## src/hdl/t1fm_pkg.sv

```systemverilog
`default_nettype none
package t1fm_pkg;

   typedef enum logic [1:0] {
      T1FM_SF  = 2'h0,
      T1FM_ESF = 2'h1,
      T1FM_DM  = 2'h2,
      T1FM_SLC = 2'h3
   } t1fm_fmt_t;

   // One received bit with the synchronizer's view of it
   typedef struct packed {
      logic       bit_valid;
      logic       bit_val;
      logic       f_slot;
      logic       mf_start;
      logic       oof;
      logic       mimic;
      logic       align_found;
      logic [7:0] align_pos;
      t1fm_fmt_t  format;
   } t1fm_rx_t;

   typedef struct packed {
      logic [10:0] conc;
      logic [2:0]  maint;
      logic [3:0]  sw;
      logic [1:0]  alarm;
   } t1fm_ovh_t;

   // Register offsets
   localparam logic [7:0] ADDR_STATUS   = 8'h4F;
   localparam logic [7:0] ADDR_LOSS_EN  = 8'h50;
   localparam logic [7:0] ADDR_ERR_EN   = 8'h51;
   localparam logic [7:0] ADDR_LOSS_FLG = 8'h52;
   localparam logic [7:0] ADDR_ERR_FLG  = 8'h53;
   localparam logic [7:0] ADDR_CONC_LO  = 8'h56;
   localparam logic [7:0] ADDR_MNT_CHI  = 8'h57;
   localparam logic [7:0] ADDR_SW_ALM   = 8'h58;
   localparam logic [7:0] ADDR_OVH_CTL  = 8'h5C;
   localparam logic [7:0] ADDR_OVH_FLG  = 8'h5D;

   // Field positions
   localparam int BIT_OOF       = 0;
   localparam int BIT_MIMIC     = 4;
   localparam int BIT_EXCRC     = 5;
   localparam int BIT_FSTART    = 4;
   localparam int BIT_SEVERE    = 3;
   localparam int BIT_CRC       = 2;
   localparam int BIT_FBIT      = 1;
   localparam int BIT_ALIGN     = 0;
   localparam int BIT_DEBOUNCE  = 4;
   localparam int BIT_ALARM_CH  = 3;
   localparam int BIT_SWITCH_CH = 2;
   localparam int BIT_MAINT_CH  = 1;
   localparam int BIT_CONC_CH   = 0;

   // Reset values
   localparam logic       RST_OOF = 1'b1;
   localparam logic [7:0] RST_REG = 8'h00;

   // Expected framing patterns, bit i belongs to the (i+1)-th slot
   localparam logic [5:0]  SF_FS_PAT    = 6'h1C;
   localparam logic [5:0]  ESF_FAS_PAT  = 6'h34;
   localparam logic [10:0] SLC_FS_PAT   = 11'h638;
   localparam logic        SLC_FS_LAST  = 1'b0;
   localparam logic [6:0]  SLC_LAST_FRM = 7'h48;
   localparam logic [6:0]  SF_WIN2_FRM  = 7'h07;

   // SLC-96 overhead slots in the Fs data frames, counted from frame 24
   localparam int OVH_FIRST_N = 12;
   localparam int OVH_SLOTS   = 24;
   localparam int OVH_C_POS   = 0;
   localparam int OVH_M_POS   = 12;
   localparam int OVH_A_POS   = 15;
   localparam int OVH_S_POS   = 17;

   // Excessive CRC window
   localparam int          CLK_HZ         = 125_000_000;
   localparam int          EXCRC_WIN_S    = 1;
   localparam int          EXCRC_WIN_CYC  = EXCRC_WIN_S * CLK_HZ;
   localparam logic [8:0]  EXCRC_LIMIT    = 9'h13F;

   localparam logic [5:0]  CRC6_POLY_LOW  = 6'h03;

endpackage : t1fm_pkg
`default_nettype wire

```

## src/hdl/t1fm_crc6.sv

```systemverilog
`default_nettype none
module t1fm_crc6
   import t1fm_pkg::*;
(
   input  wire logic       clock,
   input  wire logic       reset,
   input  wire logic       en,
   input  wire logic       init,
   input  wire logic       din,
   output logic      [5:0] crc
);

   typedef struct packed {
      logic [5:0] crc;
   } t1fm_crc_st_t;

   t1fm_crc_st_t s_q;
   t1fm_crc_st_t s_d;

   // Serial CRC-6, restart on the first bit of a multiframe
   always_comb
   begin
      logic [5:0] base;
      logic       fb;
      base = init ? 6'h00 : s_q.crc;
      fb   = din ^ base[5];
      s_d  = s_q;
      if (en)
      begin
         s_d.crc = {base[4:0], 1'b0} ^ (fb ? CRC6_POLY_LOW : 6'h00);
      end
   end

   always_ff @(posedge clock or posedge reset)
   begin
      if (reset)
      begin
         s_q <= '0;
      end
      else
      begin
         s_q <= s_d;
      end
   end

   assign crc = s_q.crc;

endmodule // t1fm_crc6
`default_nettype wire

```

## src/hdl/t1fm_monitor.sv

```systemverilog
`default_nettype none
module t1fm_monitor
   import t1fm_pkg::*;
#(
   parameter int SEC_CYCLES = EXCRC_WIN_CYC
)
(
   input  wire logic       clock,
   input  wire logic       reset,
   input  wire t1fm_rx_t   rx,
   input  wire logic [7:0] reg_addr,
   input  wire logic [7:0] reg_wdata,
   input  wire logic       reg_wr,
   input  wire logic       reg_rd,
   output logic      [7:0] reg_rdata,
   output logic            irq_req,
   output t1fm_ovh_t       ovh_fields
);

   localparam int SECW = $clog2(SEC_CYCLES);

   if (SEC_CYCLES < 2)
   begin : g_bad_window
      $error("SEC_CYCLES must be at least 2");
   end

   typedef struct packed {
      logic                 out_of_frame_state;
      logic [7:0]           align_pos;
      logic                 align_held;
      logic [6:0]           frm;
      logic [1:0]           sev_cnt;
      logic [8:0]           crc_cnt;
      logic [SECW-1:0]      sec_cnt;
      logic [5:0]           crc_prev;
      logic                 crc_prev_ok;
      logic                 mf_seen;
      logic [5:0]           crc_rx;
      logic [OVH_SLOTS-1:0] fs_raw;
      logic                 slc_full;
      t1fm_ovh_t            ovh;
      t1fm_ovh_t            ovh_prev;
      logic                 frame_loss_change_irq_en;
      logic [4:0]           err_en;
      logic [3:0]           ovh_en;
      logic                 overhead_debounce_en;
      logic                 frame_loss_change_flag;
      logic                 false_pattern_flag;
      logic                 excessive_crc_flag;
      logic [4:0]           err_flags;
      logic [3:0]           ovh_flags;
      logic [7:0]           rdata;
   } t1fm_st_t;

   t1fm_st_t   s_q;
   t1fm_st_t   s_d;
   logic [5:0] crc_calc;
   logic       crc_en;
   logic       crc_init;

   // Sticky flag: set wins over a write-one clear
   function automatic logic [7:0] w1c(input logic [7:0] q, input logic [7:0] set,
                                      input logic [7:0] clr);
      return (q & ~clr) | set;
   endfunction

   // Expected framing bit for the frame number in the given format
   function automatic logic exp_fbit(input t1fm_fmt_t fmt, input logic [6:0] frm);
      logic [6:0] half;
      half = frm >> 1;
      if (frm[0])
      begin
         return ~frm[1];
      end
      else if (fmt == T1FM_ESF)
      begin
         return ESF_FAS_PAT[3'((frm >> 2) - 7'h01)];
      end
      else if (fmt == T1FM_SLC)
      begin
         if (half == 7'h24)
         begin
            return SLC_FS_LAST;
         end
         return SLC_FS_PAT[4'(half - 7'h01)];
      end
      return SF_FS_PAT[3'(half - 7'h01)];
   endfunction

   // Whether the framing bit of this frame is checked in the given format
   function automatic logic fbit_checked(input t1fm_fmt_t fmt, input logic [6:0] frm);
      logic [6:0] half;
      half = frm >> 1;
      unique case (fmt)
         T1FM_SF, T1FM_DM: return 1'b1;
         T1FM_ESF:         return frm[1:0] == 2'h0;
         T1FM_SLC:         return frm[0] || (half > 7'h00 && half < 7'h0C) || half == 7'h24;
      endcase
   endfunction

   assign crc_en   = rx.bit_valid && rx.format == T1FM_ESF;
   assign crc_init = rx.f_slot && rx.mf_start;

   t1fm_crc6 u_crc6
   (
      .clock (clock),
      .reset (reset),
      .en    (crc_en),
      .init  (crc_init),
      .din   (rx.f_slot | rx.bit_val),
      .crc   (crc_calc)
   );

   always_comb
   begin
      logic       fbit;
      logic       insync;
      logic       ferr;
      logic       win_start;
      logic       crc_err;
      logic [6:0] frm_n;
      logic [6:0] half;
      logic [7:0] set_loss;
      logic [7:0] set_err;
      logic [7:0] set_ovh;
      logic [7:0] clr_loss;
      logic [7:0] clr_err;
      logic [7:0] clr_ovh;
      logic [7:0] loss_n;
      t1fm_ovh_t  nw;
      fbit      = rx.bit_valid && rx.f_slot;
      insync    = !rx.oof;
      ferr      = 1'b0;
      win_start = 1'b0;
      crc_err   = 1'b0;
      frm_n     = s_q.frm;
      half      = 7'h00;
      set_loss  = 8'h00;
      set_err   = 8'h00;
      set_ovh   = 8'h00;
      clr_loss  = 8'h00;
      clr_err   = 8'h00;
      clr_ovh   = 8'h00;
      loss_n    = 8'h00;
      nw        = s_q.ovh;
      s_d       = s_q;

      s_d.out_of_frame_state = rx.oof;
      if (rx.oof != s_q.out_of_frame_state)
      begin
         set_loss[BIT_OOF] = 1'b1;
      end

      if (rx.mimic && (rx.format == T1FM_SF || rx.format == T1FM_ESF))
      begin
         set_loss[BIT_MIMIC] = 1'b1;
      end

      if (rx.align_found)
      begin
         if (s_q.align_held && rx.align_pos != s_q.align_pos)
         begin
            set_err[BIT_ALIGN] = 1'b1;
         end
         s_d.align_pos  = rx.align_pos;
         s_d.align_held = 1'b1;
      end

      if (fbit)
      begin
         frm_n   = rx.mf_start ? 7'h01 : 7'(s_q.frm + 7'h01);
         s_d.frm = frm_n;
         half    = frm_n >> 1;
         if (insync)
         begin
            set_err[BIT_FSTART] = 1'b1;
            if (fbit_checked(rx.format, frm_n) && rx.bit_val != exp_fbit(rx.format, frm_n))
            begin
               ferr              = 1'b1;
               set_err[BIT_FBIT] = 1'b1;
            end
         end
         // Fixed severe-error windows
         win_start = rx.mf_start
                   || ((rx.format == T1FM_SF || rx.format == T1FM_DM) && frm_n == SF_WIN2_FRM);
         if (rx.format != T1FM_SLC)
         begin
            if (ferr && (rx.format == T1FM_ESF || frm_n[0]))
            begin
               s_d.sev_cnt = win_start ? 2'h1 : (s_q.sev_cnt == 2'h2 ? 2'h2 : 2'(s_q.sev_cnt + 2'h1));
               if (!win_start && s_q.sev_cnt == 2'h1)
               begin
                  set_err[BIT_SEVERE] = 1'b1;
               end
            end
            else if (win_start)
            begin
               s_d.sev_cnt = 2'h0;
            end
         end

         // CRC-6 of previous multiframe against bits carried in this one
         if (rx.format == T1FM_ESF)
         begin
            if (rx.mf_start)
            begin
               if (insync && s_q.crc_prev_ok && s_q.crc_rx != s_q.crc_prev)
               begin
                  crc_err          = 1'b1;
                  set_err[BIT_CRC] = 1'b1;
               end
               s_d.crc_prev    = crc_calc;
               s_d.crc_prev_ok = s_q.mf_seen && insync;
               s_d.mf_seen     = insync;
            end
            if (frm_n[1:0] == 2'h2)
            begin
               s_d.crc_rx = {s_q.crc_rx[4:0], rx.bit_val};
            end
         end

         // SLC-96 overhead gathering
         if (rx.format == T1FM_SLC && !frm_n[0] && half >= 7'(OVH_FIRST_N)
             && half < 7'(OVH_FIRST_N + OVH_SLOTS))
         begin
            s_d.fs_raw[5'(half - 7'(OVH_FIRST_N))] = rx.bit_val;
         end
         if (rx.format == T1FM_SLC && rx.mf_start && insync && s_q.slc_full)
         begin
            nw.conc  = s_q.fs_raw[OVH_C_POS +: 11];
            nw.maint = s_q.fs_raw[OVH_M_POS +: 3];
            nw.alarm = s_q.fs_raw[OVH_A_POS +: 2];
            nw.sw    = s_q.fs_raw[OVH_S_POS +: 4];
            s_d.ovh_prev = nw;
            if (!s_q.overhead_debounce_en || nw.conc == s_q.ovh_prev.conc)
            begin
               s_d.ovh.conc = nw.conc;
            end
            if (!s_q.overhead_debounce_en || nw.maint == s_q.ovh_prev.maint)
            begin
               s_d.ovh.maint = nw.maint;
            end
            if (!s_q.overhead_debounce_en || nw.sw == s_q.ovh_prev.sw)
            begin
               s_d.ovh.sw = nw.sw;
            end
            if (!s_q.overhead_debounce_en || nw.alarm == s_q.ovh_prev.alarm)
            begin
               s_d.ovh.alarm = nw.alarm;
            end
         end
         if (rx.mf_start)
         begin
            s_d.slc_full = insync && rx.format == T1FM_SLC;
         end
      end
      if (rx.oof)
      begin
         s_d.slc_full = 1'b0;
      end

      set_ovh[BIT_CONC_CH]   = s_d.ovh.conc != s_q.ovh.conc;
      set_ovh[BIT_MAINT_CH]  = s_d.ovh.maint != s_q.ovh.maint;
      set_ovh[BIT_SWITCH_CH] = s_d.ovh.sw != s_q.ovh.sw;
      set_ovh[BIT_ALARM_CH]  = s_d.ovh.alarm != s_q.ovh.alarm;

      // One-second windows of CRC error counting
      if (s_q.sec_cnt == SECW'(SEC_CYCLES - 1))
      begin
         s_d.sec_cnt = '0;
         s_d.crc_cnt = crc_err ? 9'h001 : 9'h000;
      end
      else
      begin
         s_d.sec_cnt = SECW'(s_q.sec_cnt + 1'b1);
         if (crc_err && s_q.crc_cnt != 9'h1FF)
         begin
            s_d.crc_cnt = 9'(s_q.crc_cnt + 9'h001);
         end
         if (crc_err && s_q.crc_cnt == EXCRC_LIMIT)
         begin
            set_loss[BIT_EXCRC] = 1'b1;
         end
      end

      // Register writes
      clr_loss = (reg_wr && reg_addr == ADDR_LOSS_FLG) ? reg_wdata : 8'h00;
      clr_err  = (reg_wr && reg_addr == ADDR_ERR_FLG) ? reg_wdata : 8'h00;
      clr_ovh  = (reg_wr && reg_addr == ADDR_OVH_FLG) ? reg_wdata : 8'h00;
      if (reg_wr && reg_addr == ADDR_LOSS_EN)
      begin
         s_d.frame_loss_change_irq_en = reg_wdata[BIT_OOF];
      end
      if (reg_wr && reg_addr == ADDR_ERR_EN)
      begin
         s_d.err_en = reg_wdata[4:0];
      end
      if (reg_wr && reg_addr == ADDR_OVH_CTL)
      begin
         s_d.overhead_debounce_en = reg_wdata[BIT_DEBOUNCE];
         s_d.ovh_en               = reg_wdata[3:0];
      end
      loss_n = w1c({2'h0, s_q.excessive_crc_flag, s_q.false_pattern_flag, 3'h0,
                    s_q.frame_loss_change_flag}, set_loss, clr_loss);
      s_d.frame_loss_change_flag = loss_n[BIT_OOF];
      s_d.false_pattern_flag     = loss_n[BIT_MIMIC];
      s_d.excessive_crc_flag     = loss_n[BIT_EXCRC];
      s_d.err_flags = 5'(w1c({3'h0, s_q.err_flags}, set_err, clr_err));
      s_d.ovh_flags = 4'(w1c({4'h0, s_q.ovh_flags}, set_ovh, clr_ovh));

      // Register reads, data valid in the following cycle only
      s_d.rdata = 8'h00;
      if (reg_rd)
      begin
         unique case (reg_addr)
            ADDR_STATUS:   s_d.rdata = {7'h00, s_q.out_of_frame_state};
            ADDR_LOSS_EN:  s_d.rdata = {7'h00, s_q.frame_loss_change_irq_en};
            ADDR_ERR_EN:   s_d.rdata = {3'h0, s_q.err_en};
            ADDR_LOSS_FLG: s_d.rdata = {2'h0, s_q.excessive_crc_flag, s_q.false_pattern_flag,
                                        3'h0, s_q.frame_loss_change_flag};
            ADDR_ERR_FLG:  s_d.rdata = {3'h0, s_q.err_flags};
            ADDR_CONC_LO:  s_d.rdata = s_q.ovh.conc[7:0];
            ADDR_MNT_CHI:  s_d.rdata = {2'h0, s_q.ovh.maint, s_q.ovh.conc[10:8]};
            ADDR_SW_ALM:   s_d.rdata = {2'h0, s_q.ovh.sw, s_q.ovh.alarm};
            ADDR_OVH_CTL:  s_d.rdata = {3'h0, s_q.overhead_debounce_en, s_q.ovh_en};
            ADDR_OVH_FLG:  s_d.rdata = {4'h0, s_q.ovh_flags};
            default:       s_d.rdata = 8'h00;
         endcase
      end
   end

   always_ff @(posedge clock or posedge reset)
   begin
      if (reset)
      begin
         s_q                    <= '0;
         s_q.out_of_frame_state <= RST_OOF;
         s_q.rdata              <= RST_REG;
      end
      else
      begin
         s_q <= s_d;
      end
   end

   assign reg_rdata  = s_q.rdata;
   assign ovh_fields = s_q.ovh;
   assign irq_req    = (s_q.frame_loss_change_flag && s_q.frame_loss_change_irq_en)
                     || |(s_q.err_flags & s_q.err_en)
                     || |(s_q.ovh_flags & s_q.ovh_en);

endmodule // t1fm_monitor
`default_nettype wire

```

## config.mk

```make
export PLATFORM = sky130hd
export DESIGN_NAME = t1fm_monitor
export DESIGN_NICKNAME = d
export VERILOG_FILES = /design/src/hdl/t1fm_pkg.sv /design/src/hdl/t1fm_crc6.sv /design/src/hdl/t1fm_monitor.sv
export SDC_FILE = /design/constraint.sdc
export NUM_CORES = 1
export LEC_CHECK = 0
export BUFFER_PORTS_ARGS = -buffer_cell sky130_fd_sc_hd__buf_4
export CAP_MARGIN = 20
export CORE_MARGIN = 4
export CORE_UTILIZATION = 47
export DETAILED_ROUTE_END_ITERATION = 16
export PLACE_DENSITY_LB_ADDON = 0.1
export SLEW_MARGIN = 20
export SYNTH_ARGS = -nofsm -noshare
export SYNTH_HDL_FRONTEND = slang
export SYNTH_SLANG_ARGS = --single-unit
export TNS_END_PERCENT = 100
```

## constraint.sdc

```tcl
create_clock -name clock -period 5.02 [get_ports clock]
set_input_delay 0.251 -clock clock [delete_from_list [all_inputs] [get_ports clock]]
set_output_delay 0.251 -clock clock [all_outputs]
set_load 0.05 [all_outputs]
```

# Word level (Yosys, flattened, before mapping)
# Memory sizes are Yosys's and may differ from the RTL's.
# Cells that the tools add are included.
# word_totals
register_bits	171
latchBits	0
ram_bits	0
rom_bits	32
output_inout_bits	29
mem_count	3
# mem_list
name	words	width	read_ports	rd_ports_with_merged_regs	write_ports	line_no	rtl
(name not given)	16	1	1	0	0	t1fm_monitor.sv:85	return SLC_FS_PAT[4'(half - 7'h01)];
(name not given)	8	1	1	0	0	t1fm_monitor.sv:87	return SF_FS_PAT[3'(half - 7'h01)];
(name not given)	8	1	1	0	0	t1fm_monitor.sv:77	return ESF_FAS_PAT[3'((frm >> 2) - 7'h01)];
# classes
addsub	7
n_mul	0
div_mod_pow	0
order_cmp	9
n_eq_ne	34
n_shift	0
n_mux	69
n_bitwise	15
n_reduce_logical	61
# op_table
op	count
$eq A8 B7 Y1 const B	10
$pmux W8 S10	1
$mux W1	45
$mux W41	1
$mux W40	1
$mux W36	1
$logic_and A1 B1 Y1	30
$add A27 B1 Y27 const B	1
$eq A27 B27 Y1 const B	1
$bwmux W24	1
$logic_or A1 B1 Y1	12
$mux W2	6
$mux W4	3
$mux W6	2
$eq A11 B11 Y1	1
$mux W11	1
$ne A11 B11 Y1	1
$and A5 B5 Y5	2
$add A9 B1 Y9 const B	1
$eq A9 B9 Y1 const B	1
$mux W9	1
$ne A9 B9 Y1 const B	1
$reduce_and A3 Y1	3
$and A4 B4 Y4	2
other kinds (51)	66

# Depth between registers and ports, before layout
# Gate-level depths: netlist of the first run.
# logic_depth
ltp_word	26
ltp_mapped	11
mapped_depth_nobuf	11

# Modules after synthesis
# A second synthesis of the first run with hierarchy kept.
# hier_totals
cells_unflattened	834
hier_area_um2	8878.5
# by_module_without_submodules
module	instances	cells_each	area_each_um2	seq_area_each_um2
t1fm_monitor	1	805	8609.5	4030.1
t1fm_crc6	1	29	269.0	150.1

# Least setup slack after synthesis of the first run
# OpenSTA, ideal clock, no wires.
# synth_path
path_type	reg2reg
start	register s_q[149] (netlist name)
end	register s_q[92] (netlist name)
setup_time_ps	127
arrival_ps	2766
required_ps	4893
setup_slack_ps	2126
stages_incl_launch_ff	11
n_path_buf	0
period_less_slack_ps	2894
cell_sequence	dfrtp_1 -> ha_1 -> nand3_1 -> mux2i_1 -> inv_1 -> ha_1 -> nor4_1 -> a2111oi_4 -> and2_4 -> nand4_1 -> mux2_1
# synth_via
elab_chain_cells	8
# synth_lines
element	line_no	rtl
start, declared	t1fm_monitor.sv:55	t1fm_st_t s_q;
$add A7 B1 Y7 *	t1fm_monitor.sv:171	frm_n = rx.mf_start ? 7'h01 : 7'(s_q.frm + 7'h01);
$mux W7 *	t1fm_monitor.sv:171	
$sub A5 B4 Y5	t1fm_monitor.sv:226	s_d.fs_raw[5'(half - 7'(OVH_FIRST_N))] = rx.bit_val;
$lt A5 B6 Y1 (implied by the code) or $ge A5 B1 Y1 (tied branches)	t1fm_monitor.sv:226	
$logic_and A1 B1 Y1 (implied by the code)	t1fm_monitor.sv:226	
$mux W1 (implied by the code)	t1fm_monitor.sv:226	
$demux W1 S5	t1fm_monitor.sv:226	
$bwmux W24	t1fm_monitor.sv:226	
# Mark *: on every way between the ends. The rest lies on a longest branch, timed or not.
# A chain may end at the register's enable or synchronous reset.

# Worst setup path in the final report of the first run
# layout_path
start	register s_q[148] (netlist name)
end	register s_q[85] (netlist name)
# The elaborated chain is that of the path after synthesis.

==> results of run 1 <==
==> worst max-delay path, cell delays in order (launching register included) <==
cell,delay (ns)
sky130_fd_sc_hd__dfrtp_1,0.53
sky130_fd_sc_hd__ha_1,0.35
sky130_fd_sc_hd__nand3_1,0.13
sky130_fd_sc_hd__mux2i_1,0.59
sky130_fd_sc_hd__inv_1,0.19
sky130_fd_sc_hd__ha_1,0.29
sky130_fd_sc_hd__nor4_1,0.47
sky130_fd_sc_hd__a2111oi_4,0.15
sky130_fd_sc_hd__and2_1,0.25
sky130_fd_sc_hd__nand2_1,0.09
sky130_fd_sc_hd__mux2_1,0.31
==> final cells by class <==
class                      instances  area (sq um)  share of cell area (%)
inverter                          15          63.8                   0.649
multi-input combinational        583          4140                    42.2
clock inverter                    15           218                    2.21
clock buffer                      17           425                    4.33
sequential                       167          4180                    42.5
tap                              229           287                    2.91
timing repair buffer              68           513                    5.22
==> synth_stat cells, types with 2 or more instances <==
master | instances | area, sq um
sky130_fd_sc_hd__nand2_1 | 92 | 345
sky130_fd_sc_hd__ha_1 | 14 | 175
sky130_fd_sc_hd__clkbuf_1 | 15 | 56.3
sky130_fd_sc_hd__mux2_1 | 19 | 214
sky130_fd_sc_hd__dfrtp_1 | 166 | 4150
sky130_fd_sc_hd__nor2b_1 | 6 | 37.5
sky130_fd_sc_hd__nand4_1 | 14 | 87.6
sky130_fd_sc_hd__a32o_1 | 2 | 20.0
sky130_fd_sc_hd__inv_1 | 14 | 52.6
sky130_fd_sc_hd__nor4_1 | 7 | 43.8
sky130_fd_sc_hd__or3_1 | 4 | 25.0
sky130_fd_sc_hd__and2_1 | 7 | 43.8
sky130_fd_sc_hd__o21ai_1 | 3 | 15.0
sky130_fd_sc_hd__and4b_1 | 2 | 20.0
sky130_fd_sc_hd__nand2b_1 | 3 | 18.8
sky130_fd_sc_hd__nand3_1 | 38 | 190
sky130_fd_sc_hd__xor2_1 | 51 | 447
sky130_fd_sc_hd__a21oi_1 | 20 | 100
sky130_fd_sc_hd__mux2i_1 | 9 | 90.1
sky130_fd_sc_hd__a222oi_1 | 4 | 40.0
sky130_fd_sc_hd__mux2_2 | 72 | 811
sky130_fd_sc_hd__nor2_1 | 60 | 225
sky130_fd_sc_hd__o31ai_1 | 7 | 52.6
sky130_fd_sc_hd__xnor2_1 | 43 | 377
sky130_fd_sc_hd__a221oi_1 | 4 | 35.0
sky130_fd_sc_hd__a22o_1 | 3 | 26.3
sky130_fd_sc_hd__o211ai_1 | 6 | 45.0
sky130_fd_sc_hd__nor4b_1 | 2 | 17.5
sky130_fd_sc_hd__o311ai_1 | 2 | 17.5
sky130_fd_sc_hd__nor3b_1 | 5 | 37.5
sky130_fd_sc_hd__a22oi_1 | 6 | 45.0
sky130_fd_sc_hd__o21ai_0 | 26 | 130
sky130_fd_sc_hd__buf_4 | 32 | 240
sky130_fd_sc_hd__nor3_1 | 14 | 70.1
sky130_fd_sc_hd__and3_1 | 14 | 87.6
==> state kept, by name (all words and copies together), names as in the netlist <==
register	flops
u_crc6.crc	6
ovh_fields	20
s_q	133
reg_rdata	8
==> stage by stage <==
stage	instance area, sq um	cells	hold WS [ns]	util [%]
after floorplan	8670	813	0.255	-
after global placement	9180	1061	0.448	50.9
after detailed placement	9180	1061	0.447	50.9
after CTS	9830	1094	0.0328	54.5
after global routing	9830	1094	0.0447	54.5
final	9830	1094	-0.0281	54.5
==> metal layers <==
metal  part of all wire [%]  global-route usage, %  vias to the layer above
met3                    4.9                   4.09                       24
met4                    1.5                   6.34                        0
met2                     48                   31.0                      144
met5                      0                      0                        -
li1                       -                      -                     2911
met1                     46                   25.6                     3016
==> worst paths after layout <==
| check | start | to | slack, ns | cells past startpoint |
|---|---|---|---|---|
| min in group clock | rx[11] | s_q[18]$_DFF_PP0_ | 0.06 | 2 |
| worst max-delay path | s_q[148]$_DFFE_PP0P_ | s_q[85]$_DFFE_PP0P_ | 1.54 | 10 |
| worst min-delay path | reset | u_crc6.crc[5]$_DFFE_PP0P_ | -0.03 | 2 |
| worst min register to register | s_q[155]$_DFFE_PP0P_ | s_q[155]$_DFFE_PP0P_ | 0.48 | 1 |
| max in group asynchronous | reset | s_q[118]$_DFF_PP0_ | 3.95 | 3 |
| worst max register to register | s_q[148]$_DFFE_PP0P_ | s_q[85]$_DFFE_PP0P_ | 1.54 | 10 |
==> repair_timing <==
action / CTS / global route
setup endpoints to repair: 0 / 0
hold buffers: 1 / 0
gates resized for setup: 0 / 0
hold endpoints to repair: 1 / 0
==> cells by family (layout without fill, tap and decap cells) <==
logic type,Yosys count,after routing
adders and majority gates,14,14
xor gates and xnor gates,94,94
muxes,101,101
buffers and inverters,63,115
and+or+nand+nor,277,277
AOI/OAI and AO/OA,97,97
DFF,167,167
==> report_power, final <==
part,switching (mW),internal (mW),total (mW)
Sequential,0.0482,1.40,1.44
Clock,0.578,0.846,1.42
Combinational,0.161,0.116,0.277
==> cells in the final DEF (no fill, tap or decap), types with 4 or more instances in the layout <==
cell type / netlist / layout
sky130_fd_sc_hd__o21ai_0: 26 / 26
sky130_fd_sc_hd__nand3_1: 38 / 38
sky130_fd_sc_hd__o211ai_1: 6 / 6
sky130_fd_sc_hd__ha_1: 14 / 14
sky130_fd_sc_hd__nor3_1: 14 / 13
sky130_fd_sc_hd__o31ai_1: 7 / 7
sky130_fd_sc_hd__nor2_1: 60 / 60
sky130_fd_sc_hd__a221oi_1: 4 / 4
sky130_fd_sc_hd__inv_1: 14 / 13
sky130_fd_sc_hd__nor3b_1: 5 / 5
sky130_fd_sc_hd__a21oi_1: 20 / 20
sky130_fd_sc_hd__or3_1: 4 / 4
sky130_fd_sc_hd__nand4_1: 14 / 14
sky130_fd_sc_hd__nand2_1: 92 / 92
sky130_fd_sc_hd__xnor2_1: 43 / 43
sky130_fd_sc_hd__clkbuf_16: 0 / 17
sky130_fd_sc_hd__mux2_1: 19 / 19
sky130_fd_sc_hd__a222oi_1: 4 / 4
sky130_fd_sc_hd__and3_1: 14 / 14
sky130_fd_sc_hd__mux2i_1: 9 / 9
sky130_fd_sc_hd__xor2_1: 51 / 51
sky130_fd_sc_hd__nor2b_1: 6 / 6
sky130_fd_sc_hd__buf_4: 32 / 67
sky130_fd_sc_hd__dfrtp_1: 166 / 166
sky130_fd_sc_hd__bufinv_16: 0 / 4
sky130_fd_sc_hd__nor4_1: 7 / 6
sky130_fd_sc_hd__a22oi_1: 6 / 6
sky130_fd_sc_hd__mux2_2: 72 / 72
sky130_fd_sc_hd__and2_1: 7 / 7
==> impl_metrics.ini, run 1 <==
[run_status]
run_status = finished with violations
failed_checks = negative hold slack

[layout]
finalNetCount = 903
antenna-diode-count = 0
final_layout_size_suffix_gt1_share_pct = 21.6
fillCellCount = 1603
area_delta_synth_final_pct = 13.4

[global_routing]
grt_start_max_net_pins = 122
grt_pass1_vias = 6292
grt_antenna_before_repair = 0
grt_remaining_overflow = 0
wire_length_of_the_first_global_routing_pass_um = 31500
globalRouteTotalUtil_pct = 19.1

[cts]
ctsRootBufferMaster = sky130_fd_sc_hd__clkbuf_16
ctsHtreeMaxLevel = 4
cts_sinks = 167
clk_pin_slew_worst_paths_ns = 0.07
cts_inserted_buffers = 17
cts_tree = done
cts_setup_buffers = 0
clk_path_buf_depth = 2
clk_latency_ns = 0.43

[sta]
worstMarginPinSlew_ns = 0.984
achievable-frequency_mhz = 287
fin_hold_ws_ns = -0.0281
timing.final.crit_period_ns = 3.48
finalSetupViolations = 0
finalCritPeriodShare_pct = 69.4
clock-skew-final_ns = 0.00905
rsz0062_at_grt = false
final_max_slew_viol_count = 0
setup_slack_ns = 1.54
max_slew_margin_pct = 33.9
finalHoldViolations = 15
final.setup.tns_ns = 0

[detailed_routing]
remaining_drc_errors = 0
route.antenna.remaining_nets = 0
pre_antenna_drt_iters = 5
drt_wl_total_um = 18900
via_count = 6095
detailedRoute.firstIterationViolations = 320
vias_per_cell = 5.57
routed_wire_length_per_instance_um = 17.2

[job]
drv_cap = 0

[placement]
detailed_place_hpwl_um = 13800
place.gp.congestion = 0.868
place_worst_setup_slack_ns = 1.59
port_buffers = 63

[yosys]
ys_warn_count = 0
yosys-mux-area-fraction_pct = 13.0
yosys.area_share.simple_pct = 15.3
synthDistinctLibCells = 62
synth-xor-area-share_pct = 9.49
ys_ff_latch = 167
synth_top_family_by_area = simple AND/OR/NAND/NOR gates
synth_enable_flop_cells = 0
synth.net_count = 864
syn-mean-instance-area_sq_um = 10.7
synthesis.instances = 813
synth-compound-area-share_pct = 7.79
asyncSetResetFlopFracSynth_pct = 100
postSynth.topFlopCell = sky130_fd_sc_hd__dfrtp_1
synth.yosys.seq_area_share_pct = 48.2
synthAdderAreaFrac_pct = 2.02
synth.cell_area_sq_um = 8670

[power]
p_leak_nw = 4.67
power_per_cell_area_nw_per_um2 = 320
design_power_total_mw = 3.14
ir_drop_mv = 0.237

[setup_path]
worst_ep_required_time_ns = 5.33
timing.critical_path.to_type = flip-flop
timing.setup.critical_path_class = reg -> reg
crit_fanout = 10
worst-endpoint-arrival_ns = 3.79
startpoint_type = flip-flop

[floorplan]
initial_utilization_pct = 48.1
die_width_um = 144
core-area_sq_um = 18000
top_level_ports = 66
fp-row-count = 49
die-height_um = 144
area_of_the_die_sq_um = 20700

[hold_path]
hold_path_class = in -> async
(Power assumes the default switching activity.)
==> run 2: changes to the inputs <==
==> constraint.sdc (replaced) <==
create_clock -name clock -period 2.8 [get_ports clock]
set_input_delay 0.14 -clock clock [delete_from_list [all_inputs] [get_ports clock]]
set_output_delay 0.14 -clock clock [all_outputs]
set_load 0.05 [all_outputs]
==> run 2 against run 1 <==
Against the previous run: the run now ends clean; utilization up 2.3 points; via count up 3.0%; wire length up 2.6%; highest routed layer unchanged.
==> impl_metrics.ini, run 2 (same netlist as run 1, synthesis figures left out) <==
[run_status]
run_status = finished clean

[cts]
clk_pin_slew_worst_paths_ns = 0.07
ctsHtreeMaxLevel = 4
clk_latency_ns = 0.42
cts_sinks = 167
clk_path_buf_depth = 2
ctsRootBufferMaster = sky130_fd_sc_hd__clkbuf_16
cts_tree = done
cts_inserted_buffers = 17

[floorplan]
fp-row-count = 49
die-height_um = 144
die_width_um = 144
top_level_ports = 66
core-area_sq_um = 18000
initial_utilization_pct = 48.1
area_of_the_die_sq_um = 20700

[detailed_routing]
pre_antenna_drt_iters = 5
remaining_drc_errors = 0
via_count = 6280
vias_per_cell = 5.50
drt_wl_total_um = 19400
route.antenna.remaining_nets = 0
routed_wire_length_per_instance_um = 17.0
detailedRoute.firstIterationViolations = 327

[sta]
timing.final.crit_period_ns = 2.67
clock-skew-final_ns = 0.0117
setup_slack_ns = 0.127
final_max_slew_viol_count = 0
achievable-frequency_mhz = 374
finalCritPeriodShare_pct = 95.5
finalHoldViolations = 0
worstMarginPinSlew_ns = 0.680
finalSetupViolations = 0
max_slew_margin_pct = 54.5

[layout]
final_layout_size_suffix_gt1_share_pct = 24.9
registers.top_by_ff_count = s_q
finalNetCount = 950
regArea_sq_um = 4180
mostFrequentLayoutCell = sky130_fd_sc_hd__dfrtp_1
final_cell_mix = sky130_fd_sc_hd__dfrtp_1 (165), sky130_fd_sc_hd__buf_4 (95), sky130_fd_sc_hd__nand2_1 (92), sky130_fd_sc_hd__mux2_2 (72), sky130_fd_sc_hd__nor2_1 (60)
fillCellCount = 1537
antenna-diode-count = 0
fin_cells = 1141
multi_input_combinational_cell_area_sq_um = 4190
area_delta_synth_final_pct = 18.1
post-route-util_pct = 56.8
number_of_flip_flops_under_the_largest_register_name = 133

[global_routing]
grt_use_met2_pct = 33.3
globalRouteTotalUtil_pct = 19.7
grt_antenna_before_repair = 0
grt_use_met3_pct = 4.26
grt_remaining_overflow = 0
wire_length_of_the_first_global_routing_pass_um = 32600
grt_start_max_net_pins = 111
met1_usage_pct = 25.8
grt.busiest_layer = met2
grt_pass1_vias = 6496

[setup_path]
startpoint_type = flip-flop
worst_ep_required_time_ns = 3.10
crit_fanout = 5
timing.setup.critical_path_class = reg -> reg
rr_worst_depth = 10
worst-endpoint-arrival_ns = 2.98
timing.critical_path.to_type = flip-flop

[power]
p_leak_nw = 4.86
power_per_cell_area_nw_per_um2 = 539
design_power_total_mw = 5.52
ir_drop_mv = 0.416

[placement]
placedCellCount = 1089
port_buffers = 63
detailed_place_hpwl_um = 14000
place_worst_setup_slack_ns = -0.0243
place.gp.congestion = 0.898

[hold_path]
hold_path_class = in -> reg
min_path_cells = 2

[job]
drv_cap = 0
run 2: changes by cell type in the layout (fill, tap and decap cells not counted), sizes merged:
cell	change
clkbuf	+2
bufinv	-2
buf	+31
inv	-2
dlygate4sd3	+16
clkinvlp	+2
run 2: area by class of cell:
cell class | instances | area share, %
multi-input cells | 583 | 40.9
flip-flops and latches | 167 | 40.8
repair buffers | 115 | 9.13
clock buffers | 19 | 4.32
well taps | 229 | 2.80
clock inverters | 13 | 1.43
inverters | 15 | 0.586
run 2: path summary, 6_finish.rpt:
| path | start | end | slack (ns) |
|---|---|---|---|
| worst max register to register | s_q[149]$_DFFE_PP0P_ | s_q[79]$_DFFE_PP0P_ | 0.13 |
| worst min-delay path | rx[10] | s_q[155]$_DFFE_PP0P_ | 0.03 |
| worst min register to register | s_q[155]$_DFFE_PP0P_ | s_q[155]$_DFFE_PP0P_ | 0.48 |
| max in group asynchronous | reset | s_q[48]$_DFFE_PP0P_ | 1.85 |
| min in group asynchronous | reset | s_q[146]$_DFFE_PP0P_ | 0.39 |
| worst max-delay path | s_q[149]$_DFFE_PP0P_ | s_q[79]$_DFFE_PP0P_ | 0.13 |
run 2: through the flow:
stage	TNS, ns	hold slack (ns)	cell area [sq um]
after floorplan	0	0.144	8680
after global placement	0	0.278	9410
after detailed placement	-0.0243	0.289	9410
after CTS	0	0.0151	10200
after global routing	-0.0156	0.0285	10200
final	0	0.0272	10200
run 2: power breakdown:
group / leakage, nW / internal, mW / switching [mW]
Combinational: 2.33 / 0.263 / 0.314
Sequential: 2.24 / 2.50 / 0.0818
Clock: 0.284 / 1.35 / 1.01
Total: 4.86 / 4.12 / 1.40
run 2: timing repair:
| action | CTS | global route |
|---|---|---|
| pin swaps | 1 | 3 |
| setup buffers | 1 | 2 |
| gates resized for setup | 0 | 11 |
| hold endpoints to repair | 190 | 0 |
| endpoints found under the setup margin | 4 | 19 |
| hold buffers | 17 | 0 |
run 2: worst max-delay path: stages (launching register included):
cell and delay, ns:
sky130_fd_sc_hd__dfrtp_1 0.38, sky130_fd_sc_hd__buf_4 0.15, sky130_fd_sc_hd__and3_4 0.16, sky130_fd_sc_hd__mux2_4 0.32, sky130_fd_sc_hd__inv_2 0.09, sky130_fd_sc_hd__ha_2 0.18, sky130_fd_sc_hd__o21ai_1 0.10, sky130_fd_sc_hd__a2111oi_4 0.46
sky130_fd_sc_hd__nand2_1 0.15, sky130_fd_sc_hd__nor3_1 0.23, sky130_fd_sc_hd__mux2_1 0.34
run 2: metal layers:
metal,vias up,part of all wire (%)
li1,3008,-
met1,3124,45
met2,133,49
met3,15,4.6
met4,0,1.1
met5,-,0
